<file path="config.mk">
export PLATFORM = sky130hd
export DESIGN_NAME = sdlc_top
export DESIGN_NICKNAME = d
export VERILOG_FILES = /design/src/sdlc_pkg.sv /design/src/sdlc_sync.sv /design/src/sdlc_fifo.sv /design/src/sdlc_top.sv
export SDC_FILE = /design/constraint.sdc
export NUM_CORES = 1
export LEC_CHECK = 0
export ABC_AREA = 1
export BUFFER_PORTS_ARGS = -buffer_cell sky130_fd_sc_hd__buf_2
export CORE_MARGIN = 3
export CORE_UTILIZATION = 55
export DETAILED_ROUTE_END_ITERATION = 6
export HOLD_SLACK_MARGIN = 0.03
export PLACE_DENSITY = 0.76
export SYNTH_ARGS = -nofsm -noshare
export SYNTH_HDL_FRONTEND = slang
export SYNTH_HIERARCHICAL = 1
export SYNTH_SLANG_ARGS = --single-unit
</file>
<file path="constraint.sdc">
create_clock -name mclk_i -period 2.5 [get_ports mclk_i]
set_clock_uncertainty 0.15 [all_clocks]
set_input_delay 0.375 -clock mclk_i [delete_from_list [all_inputs] [get_ports mclk_i]]
set_output_delay 0.375 -clock mclk_i [all_outputs]
set_load 0.005 [all_outputs]
</file>
<file path="src/sdlc_pkg.sv">
// -----------------------------------------------------------------------------
// shared constants of the serial converter load control
// -----------------------------------------------------------------------------
package sdlc_pkg;

	// word layout
	localparam int DATA_W = 16;
	localparam logic [15:0] MIDSCALE = 16'h8000; // half scale, zero volts
	localparam logic [4:0] FRAME_BITS = 5'h10; // serial clocks per word
	localparam logic [4:0] CNT_RESET = 5'h00;

	// buffering between the shifter and the input register
	localparam int FIFO_DEPTH = 4;

	// pin synchroniser: {power_down_n, output_clear_n, load_strobe_n, data, clk, frame}
	localparam int PIN_W = 6;
	localparam logic [5:0] PIN_RESET = 6'h3F; // every pin idles high
	localparam int PIN_FRAME = 0;
	localparam int PIN_SCLK = 1;
	localparam int PIN_SDI = 2;
	localparam int PIN_LOAD = 3;
	localparam int PIN_CLEAR = 4;
	localparam int PIN_PDOWN = 5;

	// timing: the fastest serial clock the host may use against our sampling clock
	localparam int CLK_PERIOD_NS = 40;
	localparam int SCLK_MIN_PERIOD_NS = 125;
	localparam int SCLK_MIN_CYCLES = (SCLK_MIN_PERIOD_NS + CLK_PERIOD_NS - 1) / CLK_PERIOD_NS;

endpackage : sdlc_pkg

</file>
<file path="src/sdlc_sync.sv">
`timescale 1ns/100ps
// -----------------------------------------------------------------------------
// two flip-flop synchroniser for a group of pins
// -----------------------------------------------------------------------------
module sdlc_sync #(
	parameter int WIDTH = 1,
	parameter logic [WIDTH-1:0] RST_VAL = '0
) (
	input wire logic mclk_i,
	input wire logic rst_n_i,
	input wire logic [WIDTH-1:0] async_i,
	output logic [WIDTH-1:0] sync_o
);

	logic [WIDTH-1:0] meta_q;
	logic [WIDTH-1:0] stable_q;

	// first stage is read only by the second one
	always_ff @(posedge mclk_i) begin
		if (!rst_n_i) begin
			meta_q <= RST_VAL;
			stable_q <= RST_VAL;
		end else begin
			meta_q <= async_i;
			stable_q <= meta_q;
		end
	end

	assign sync_o = stable_q;

endmodule : sdlc_sync

</file>
<file path="src/sdlc_fifo.sv">
`timescale 1ns/100ps
// -----------------------------------------------------------------------------
// small word fifo with valid/ready on both sides
// -----------------------------------------------------------------------------
module sdlc_fifo #(
	parameter int WIDTH = 16,
	parameter int DEPTH = 4
) (
	input wire logic mclk_i,
	input wire logic rst_n_i,
	input wire logic in_valid_i,
	output logic in_ready_o,
	input wire logic [WIDTH-1:0] in_data_i,
	output logic out_valid_o,
	input wire logic out_ready_i,
	output logic [WIDTH-1:0] out_data_o
);

	localparam int PW = $clog2(DEPTH);

	logic [WIDTH-1:0] mem_q [DEPTH];
	logic [WIDTH-1:0] mem_d [DEPTH];
	logic [PW-1:0] wr_q, wr_d, rd_q, rd_d;
	logic [PW:0] cnt_q, cnt_d;
	logic push, pop;

	// honest flags straight from the fill count
	assign in_ready_o = (cnt_q != (PW+1)'(DEPTH));
	assign out_valid_o = (cnt_q != '0);
	assign out_data_o = mem_q[rd_q];
	assign push = in_valid_i & in_ready_o;
	assign pop = out_valid_o & out_ready_i;

	// pointer and storage next state
	always_comb begin
		wr_d = push ? PW'(wr_q + 1'b1) : wr_q;
		rd_d = pop ? PW'(rd_q + 1'b1) : rd_q;
		cnt_d = cnt_q;
		if (push && !pop) begin
			cnt_d = (PW+1)'(cnt_q + 1'b1);
		end else if (pop && !push) begin
			cnt_d = (PW+1)'(cnt_q - 1'b1);
		end
		for (int i = 0; i < DEPTH; i++) begin
			mem_d[i] = (push && wr_q == PW'(i)) ? in_data_i : mem_q[i];
		end
	end

	always_ff @(posedge mclk_i) begin
		if (!rst_n_i) begin
			wr_q <= '0;
			rd_q <= '0;
			cnt_q <= '0;
			for (int i = 0; i < DEPTH; i++) begin
				mem_q[i] <= '0;
			end
		end else begin
			wr_q <= wr_d;
			rd_q <= rd_d;
			cnt_q <= cnt_d;
			mem_q <= mem_d;
		end
	end

endmodule : sdlc_fifo

</file>
<file path="src/sdlc_top.sv">
// Overview of operation
// RULE1: clear forces output to ground, registers kept
// RULE2: load strobe copies input into DAC register
// RULE3: strobe held low: update at frame end
// RULE4: frame low enables shifting for sixteen clocks; the code keeps shifting past the sixteenth while frame stays low
// RULE5: data sampled on serial clock falling edge
// RULE6: host keeps serial clock at most 8 MHz
// RULE7: words held in sixteen bit shift register
// RULE8: shift register contents shown on serial output
// RULE9: serial output only pulls low, external pull-up
// RULE10: power-down input low enters low-power state
// RULE11: straight binary, zero code is negative full-scale
// RULE12: all ones is positive full-scale less one
// RULE13: code 0x8000 gives zero volts
// RULE14: serial pins ignored while frame is high
// RULE15: reset loads midscale into shift and DAC
// RULE16: frame end moves word into input register
// RULE17: strobe high while shifting: update on later fall
// RULE18: after clear, hold ground until next strobe
// RULE19: serial output carries bit leaving the top
`timescale 1ns/100ps
module sdlc_top (
	input wire logic mclk_i,
	input wire logic rst_n_i,
	input wire logic frame_sync_n_i,
	input wire logic serial_clk_i,
	input wire logic serial_data_in_i,
	input wire logic load_strobe_n_i,
	input wire logic output_clear_n_i,
	input wire logic power_down_n_i,
	output logic serial_data_out_o,
	output logic serial_data_out_oe_o,
	output logic [15:0] dac_code_o,
	output logic [15:0] dac_offset_o,
	output logic out_clamp_o,
	output logic power_down_o,
	output logic frame_ready_o
);

	// -------------------------------------------------------------------------
	// pin synchronisation and edge detection
	// -------------------------------------------------------------------------
	logic [5:0] pins_raw;
	logic [5:0] pins_s;
	logic frame_s, sclk_s, sdi_s, load_s, clear_s, awake_s;
	logic sclk_prev_q, sclk_prev_d, frame_prev_q, frame_prev_d, load_prev_q, load_prev_d;
	logic clear_prev_q, clear_prev_d;
	logic sclk_fall, in_frame, frame_end, load_fall, clear_fall;

	assign pins_raw = {power_down_n_i, output_clear_n_i, load_strobe_n_i,
		serial_data_in_i, serial_clk_i, frame_sync_n_i};

	// every pin comes from the host's domain, so all of them pass two flops
	sdlc_sync #(
		.WIDTH(sdlc_pkg::PIN_W),
		.RST_VAL(sdlc_pkg::PIN_RESET)
	) u_pin_sync (
		.mclk_i(mclk_i),
		.rst_n_i(rst_n_i),
		.async_i(pins_raw),
		.sync_o(pins_s)
	);

	assign frame_s = pins_s[sdlc_pkg::PIN_FRAME];
	assign sclk_s = pins_s[sdlc_pkg::PIN_SCLK];
	assign sdi_s = pins_s[sdlc_pkg::PIN_SDI];
	assign load_s = pins_s[sdlc_pkg::PIN_LOAD];
	assign clear_s = pins_s[sdlc_pkg::PIN_CLEAR];
	assign awake_s = pins_s[sdlc_pkg::PIN_PDOWN];

	// edge history of the synchronised pins
	always_comb begin
		sclk_prev_d = sclk_s;
		frame_prev_d = frame_s;
		load_prev_d = load_s;
		clear_prev_d = clear_s;
	end

	always_ff @(posedge mclk_i) begin
		if (!rst_n_i) begin
			sclk_prev_q <= 1'b1;
			frame_prev_q <= 1'b1;
			load_prev_q <= 1'b1;
			clear_prev_q <= 1'b1;
		end else begin
			sclk_prev_q <= sclk_prev_d;
			frame_prev_q <= frame_prev_d;
			load_prev_q <= load_prev_d;
			clear_prev_q <= clear_prev_d;
		end
	end

	// one decode for every falling pin, so all strobes follow the same edge rule
	function automatic logic falling(input logic prev_v, input logic now_v);
		return prev_v & ~now_v;
	endfunction : falling

	// edge detection needs each serial clock phase to last a sampling cycle or more
	assign in_frame = ~frame_s; // see RULE4
	assign sclk_fall = falling(sclk_prev_q, sclk_s) & in_frame; // see RULE5 see RULE6 see RULE14
	assign frame_end = ~frame_prev_q & frame_s;
	assign load_fall = falling(load_prev_q, load_s);
	assign clear_fall = falling(clear_prev_q, clear_s);

	// -------------------------------------------------------------------------
	// input shift register and open-drain serial output
	// -------------------------------------------------------------------------
	logic [15:0] shift_q, shift_d;
	logic [4:0] cnt_q, cnt_d;
	logic sdo_oe_q, sdo_oe_d;

	// bits past the sixteenth keep shifting so a daisy chain passes through
	always_comb begin
		shift_d = shift_q;
		cnt_d = cnt_q;
		if (!in_frame) begin
			cnt_d = sdlc_pkg::CNT_RESET;
		end else if (sclk_fall) begin
			shift_d = {shift_q[14:0], sdi_s}; // see RULE5 see RULE7
			if (cnt_q != sdlc_pkg::FRAME_BITS) begin
				cnt_d = 5'(cnt_q + 1'b1); // see RULE4
			end
		end
		sdo_oe_d = ~shift_d[15]; // see RULE8 see RULE19 see RULE9
	end

	always_ff @(posedge mclk_i) begin
		if (!rst_n_i) begin
			shift_q <= sdlc_pkg::MIDSCALE; // see RULE15
			cnt_q <= sdlc_pkg::CNT_RESET;
			sdo_oe_q <= 1'b0;
		end else begin
			shift_q <= shift_d;
			cnt_q <= cnt_d;
			sdo_oe_q <= sdo_oe_d;
		end
	end

	assign serial_data_out_o = 1'b0; // only ever pulls low, see RULE9
	assign serial_data_out_oe_o = sdo_oe_q;

	// -------------------------------------------------------------------------
	// word buffer between the shifter and the input register
	// -------------------------------------------------------------------------
	logic push, fifo_in_ready, fifo_out_valid, drain;
	logic [15:0] fifo_data;

	// a word that finds the buffer full is dropped; frame_ready_o warns the host
	assign push = frame_end & (cnt_q == sdlc_pkg::FRAME_BITS); // see RULE16
	assign drain = fifo_out_valid & awake_s;
	assign frame_ready_o = fifo_in_ready;

	sdlc_fifo #(
		.WIDTH(sdlc_pkg::DATA_W),
		.DEPTH(sdlc_pkg::FIFO_DEPTH)
	) u_word_fifo (
		.mclk_i(mclk_i),
		.rst_n_i(rst_n_i),
		.in_valid_i(push),
		.in_ready_o(fifo_in_ready),
		.in_data_i(shift_q),
		.out_valid_o(fifo_out_valid),
		.out_ready_i(awake_s),
		.out_data_o(fifo_data)
	);

	// -------------------------------------------------------------------------
	// input register, DAC register, clear and power-down
	// -------------------------------------------------------------------------
	logic [15:0] in_q, in_d, dac_q, dac_d, code_q, code_d, offset_q, offset_d;
	logic upd_pend_q, upd_pend_d, hold_q, hold_d, pdown_q, pdown_d;
	logic upd_req, upd_go;

	// synchronous mode at frame end, or a strobe fall outside a frame
	assign upd_req = (frame_end & ~load_s) | (load_fall & frame_s); // see RULE3 see RULE17
	// wait until every buffered word has reached the input register
	assign upd_go = upd_pend_q & ~fifo_out_valid & ~push;

	always_comb begin
		in_d = drain ? fifo_data : in_q; // see RULE16
		dac_d = upd_go ? in_q : dac_q; // see RULE2
		upd_pend_d = upd_req | (upd_pend_q & ~upd_go);
		// clear wins over a release in the same cycle
		hold_d = ~clear_s | (hold_q & ~upd_go); // see RULE1 see RULE18
		code_d = hold_d ? sdlc_pkg::MIDSCALE : dac_d; // see RULE1 see RULE13
		offset_d = code_d ^ sdlc_pkg::MIDSCALE; // see RULE11 see RULE12
		pdown_d = ~awake_s; // see RULE10
	end

	always_ff @(posedge mclk_i) begin
		if (!rst_n_i) begin
			in_q <= sdlc_pkg::MIDSCALE;
			dac_q <= sdlc_pkg::MIDSCALE; // see RULE15
			code_q <= sdlc_pkg::MIDSCALE;
			offset_q <= 16'h0000;
			upd_pend_q <= 1'b0;
			hold_q <= 1'b0;
			pdown_q <= 1'b0;
		end else begin
			in_q <= in_d;
			dac_q <= dac_d;
			code_q <= code_d;
			offset_q <= offset_d;
			upd_pend_q <= upd_pend_d;
			hold_q <= hold_d;
			pdown_q <= pdown_d;
		end
	end

	assign dac_code_o = code_q;
	assign dac_offset_o = offset_q;
	assign out_clamp_o = hold_q;
	assign power_down_o = pdown_q;
endmodule : sdlc_top

</file>
==> impl_metrics.env <==
export IMPL_clock_root_buffer="sky130_fd_sc_hd__clkbuf_16"
export IMPL_final_setup_viol_count=0
export IMPL_fin_util_pct=63.9
export IMPL_clk_latency_ps=430
export IMPL_yosys_warnings=6
export IMPL_detail_route_first_pass_iterations=5
export IMPL_hp_class="in2reg"
export IMPL_htree_depth=4
export IMPL_drt_iter0_drc=482
export IMPL_run_status="finished clean"
export IMPL_insertedDiodeCount=0
export IMPL_max_slew_margin_rel_pct=53.3
export IMPL_final_net_count=1075
export IMPL_netlist_instances=1044
export IMPL_first_global_vias=5741
export IMPL_met1Wirelength_um=7320
export IMPL_drive_gt1_share_pct=10.4
export IMPL_synthTopCellsByCount="214 x sky130_fd_sc_hd__inv_1, 195 x sky130_fd_sc_hd__nand2_1, 165 x sky130_fd_sc_hd__nor2_1"
export IMPL_place_port_buffers=43
export IMPL_share_of_the_yosys_chip_area_belonging_to_registers_pct=44.3
export IMPL_crit_required_ps=2670
export IMPL_dieArea_um2=14600
export IMPL_crit_type="reg2reg"
export IMPL_worstMarginPinSlew_ps=698
export IMPL_timing_setup_tns_ps=0
export IMPL_syn_cell_area_um2=7230
export IMPL_hold_viol=0
export IMPL_cts_clk_pin_slew_worst_paths_ps=60
export IMPL_area_growth_syn_to_layout_pct=12.5
export IMPL_detail_route_wl_per_cell_um=12.5
export IMPL_setup_repair_after_global_routing_missed_its_margin="no"
export IMPL_synth_top_cell_area_share_pct=44.3
export IMPL_die_h_um=121
export IMPL_num_io_pins=45
export IMPL_vias=6094
export IMPL_postSynthRegisterBits=160
export IMPL_cts_max_path_buffers=2
export IMPL_post_route_wl_um=15600
export IMPL_cp_end_kind="flip-flop"
export IMPL_timing_critical_path_fanout_max=3
export IMPL_vdd_ir_drop_worst_uv=470
export IMPL_dp_hpwl_um=9530
export IMPL_floorplan_initialDensity_pct=56.8
export IMPL_dpl_worst_slack_ps=287
export IMPL_tritoncts="yes"
export IMPL_wire_length_of_the_first_global_routing_pass_um=26700
export IMPL_critPathArrivalTime_ps=2420
export IMPL_final_fill_count=1156
export IMPL_antenna_found_initial=0
export IMPL_gp_routability_congestion=0.843
export IMPL_cell_row_count=41
export IMPL_power_per_cell_area_nw_per_um2=882
export IMPL_synth_distinct_cells=30
export IMPL_met3_wirelength_um=726
export IMPL_die_width_um=121
export IMPL_yosys_most_used_dff="sky130_fd_sc_hd__dfxtp_1"
export IMPL_clock_sink_count=160
export IMPL_drt_drc_violations_left=0
export IMPL_layout_worst_path_cycle_share_pct=89.7
export IMPL_avgViaCountPerCell=4.90
export IMPL_post_cts_buffers=0
export IMPL_syn_avg_cell_area_um2=6.93
export IMPL_final_critical_path_setup_slack_ps=258
export IMPL_synth_nets=1060
export IMPL_grt_overflow_total=0
export IMPL_synth_enable_flop_cells=0
export IMPL_core_area_um2=12700
export IMPL_postRouteAntennaNets=0
export IMPL_proportion_of_synthesized_flip_flops_having_asynchronous_set_or_reset_pct=0
export IMPL_clock_fmax_mhz=446
export IMPL_grt_max_degree=70
export IMPL_max_slew_violation_count=0
export IMPL_track_usage_pct=22.7
export IMPL_netlist_top_cell_by_area="sky130_fd_sc_hd__dfxtp_1"
export IMPL_final_period_minus_worst_setup_slack_ps=2240
export IMPL_synth_top_area_cells="sky130_fd_sc_hd__dfxtp_1 44%, sky130_fd_sc_hd__inv_1 11%, sky130_fd_sc_hd__nand2_1 10%, sky130_fd_sc_hd__nor2_1 8.6%, sky130_fd_sc_hd__nand4_1 5.5%"
export IMPL_p_leak_nw=3.86
export IMPL_drv_cap=0
export IMPL_timing_critical_path_from_type="flip-flop"
export IMPL_dr_max_layer_used="met4"
export IMPL_cts_buffers_inserted=17
export IMPL_yosysMostFrequentCell="sky130_fd_sc_hd__inv_1"
export IMPL_detailroute_wirelength_met2_um=7260
-- metrics by stage --
step / area [µm²] / hold slack, ps / cells / power, mW
detailed placement: 7430 / 242 / 1206 / 4.37
finish: 8130 / 157 / 1244 / 7.17
floorplan: 7230 / 230 / 1044 / 4.00
global route: 8130 / 168 / 1244 / 7.54
global placement: 7430 / 233 / 1206 / 4.35
CTS: 8130 / 149 / 1244 / 7.20
-- final timing paths --
kind | from | end | slack, ps | cells after the start
hold reg to reg | u_pin_sync/meta_q[2]$_SDFF_PN1_ | u_pin_sync/sync_o[2]$_SDFF_PN1_ | 250 | 2
setup / recovery | cnt_q[0]$_SDFFE_PP0P_ | u_word_fifo/cnt_q[2]$_SDFFE_PN0P_ | 260 | 17
hold / removal | rst_n_i | u_pin_sync/meta_q[3]$_SDFF_PN1_ | 160 | 2
setup reg to reg | cnt_q[0]$_SDFFE_PP0P_ | u_word_fifo/cnt_q[2]$_SDFFE_PN0P_ | 260 | 17
-- registers in the layout (all words and copies together) (netlist names) --
signal,cells
u_word_fifo/mem_q,64
dac_code_o,16
dac_q,16
in_q,16
shift_q,16
u_pin_sync/meta_q,6
u_pin_sync/sync_o,6
cnt_q,5
u_word_fifo/cnt_q,3
u_word_fifo/rd_q,2
u_word_fifo/wr_q,2
dac_offset_o,1
frame_prev_q,1
load_prev_q,1
out_clamp_o,1
power_down_o,1
sclk_prev_q,1
serial_data_out_oe_o,1
upd_pend_q,1
-- layout by cell type, fill, tap and decap left out, types with 2 or more instances in the layout --
master / count
sky130_fd_sc_hd__nor2_2: 3
sky130_fd_sc_hd__buf_4: 20
sky130_fd_sc_hd__nand2_2: 3
sky130_fd_sc_hd__ha_1: 7
sky130_fd_sc_hd__clkbuf_1: 3
sky130_fd_sc_hd__o22ai_1: 16
sky130_fd_sc_hd__buf_12: 3
sky130_fd_sc_hd__nor2_1: 165
sky130_fd_sc_hd__bufinv_16: 5
sky130_fd_sc_hd__clkbuf_16: 17
sky130_fd_sc_hd__xnor2_1: 2
sky130_fd_sc_hd__clkinv_2: 3
sky130_fd_sc_hd__clkbuf_8: 2
sky130_fd_sc_hd__dfxtp_1: 160
sky130_fd_sc_hd__a21oi_1: 23
sky130_fd_sc_hd__nand2_4: 3
sky130_fd_sc_hd__inv_2: 3
sky130_fd_sc_hd__buf_2: 42
sky130_fd_sc_hd__o21ai_0: 67
sky130_fd_sc_hd__nand4_1: 64
sky130_fd_sc_hd__xor2_1: 2
sky130_fd_sc_hd__nand2_1: 195
sky130_fd_sc_hd__nand3_1: 35
sky130_fd_sc_hd__dlygate4sd3_1: 6
sky130_fd_sc_hd__nand3_4: 2
sky130_fd_sc_hd__inv_1: 213
-- power by group --
group / internal [mW] / switching [mW]
sequential: 2.74 / 0.0673
clock: 1.82 / 1.00
combinational: 0.513 / 1.03
-- cells by family after synthesis --
family	share of synthesized area (%)
AND/OR/NAND/NOR	28.5
buffers and inverters	17.3
flip-flops	44.3
AO/OA/AOI/OAI	7.84
adder cells (fa/ha/maj)	1.49
XOR/XNOR	0.485
other	0.0519
-- worst max-delay path: stages (launching register included) --
cell	delay, ps
sky130_fd_sc_hd__dfxtp_1	320
sky130_fd_sc_hd__inv_1	90
sky130_fd_sc_hd__ha_1	140
sky130_fd_sc_hd__nand2_1	50
sky130_fd_sc_hd__inv_1	100
sky130_fd_sc_hd__nand3_4	80
sky130_fd_sc_hd__inv_2	60
sky130_fd_sc_hd__nand2_1	80
sky130_fd_sc_hd__inv_1	100
sky130_fd_sc_hd__ha_1	170
sky130_fd_sc_hd__inv_1	70
sky130_fd_sc_hd__fa_1	390
sky130_fd_sc_hd__inv_1	70
sky130_fd_sc_hd__nand2_1	40
sky130_fd_sc_hd__nand3_1	80
sky130_fd_sc_hd__nand2_1	50
sky130_fd_sc_hd__nand2_1	50
sky130_fd_sc_hd__nor2_1	40
-- metal layers --
metal | GRT usage [%] | vias to the layer above
met5 | 0 | -
met4 | 8.43 | 0
met3 | 4.30 | 23
met2 | 38.2 | 137
met1 | 29.0 | 2739
li1 | - | 3195
-- cell type report --
class	instances	area (µm²)	area share, %
Sequential cell	160	3200	39.4
Clock inverter	10	181	2.23
Clock buffer	22	464	5.71
Inverter	216	811	9.97
Multi-Input combinational cell	593	2780	34.2
Tap cell	172	215	2.65
Timing Repair Buffer	71	480	5.91
-- timing repair --
item | CTS | global route
endpoints found under the hold margin | 6 | 0
gates resized for setup | 0 | 0
setup endpoints to repair | 0 | 0
hold buffers | 6 | 0
Note: power is estimated with default switching activity, not from simulation.
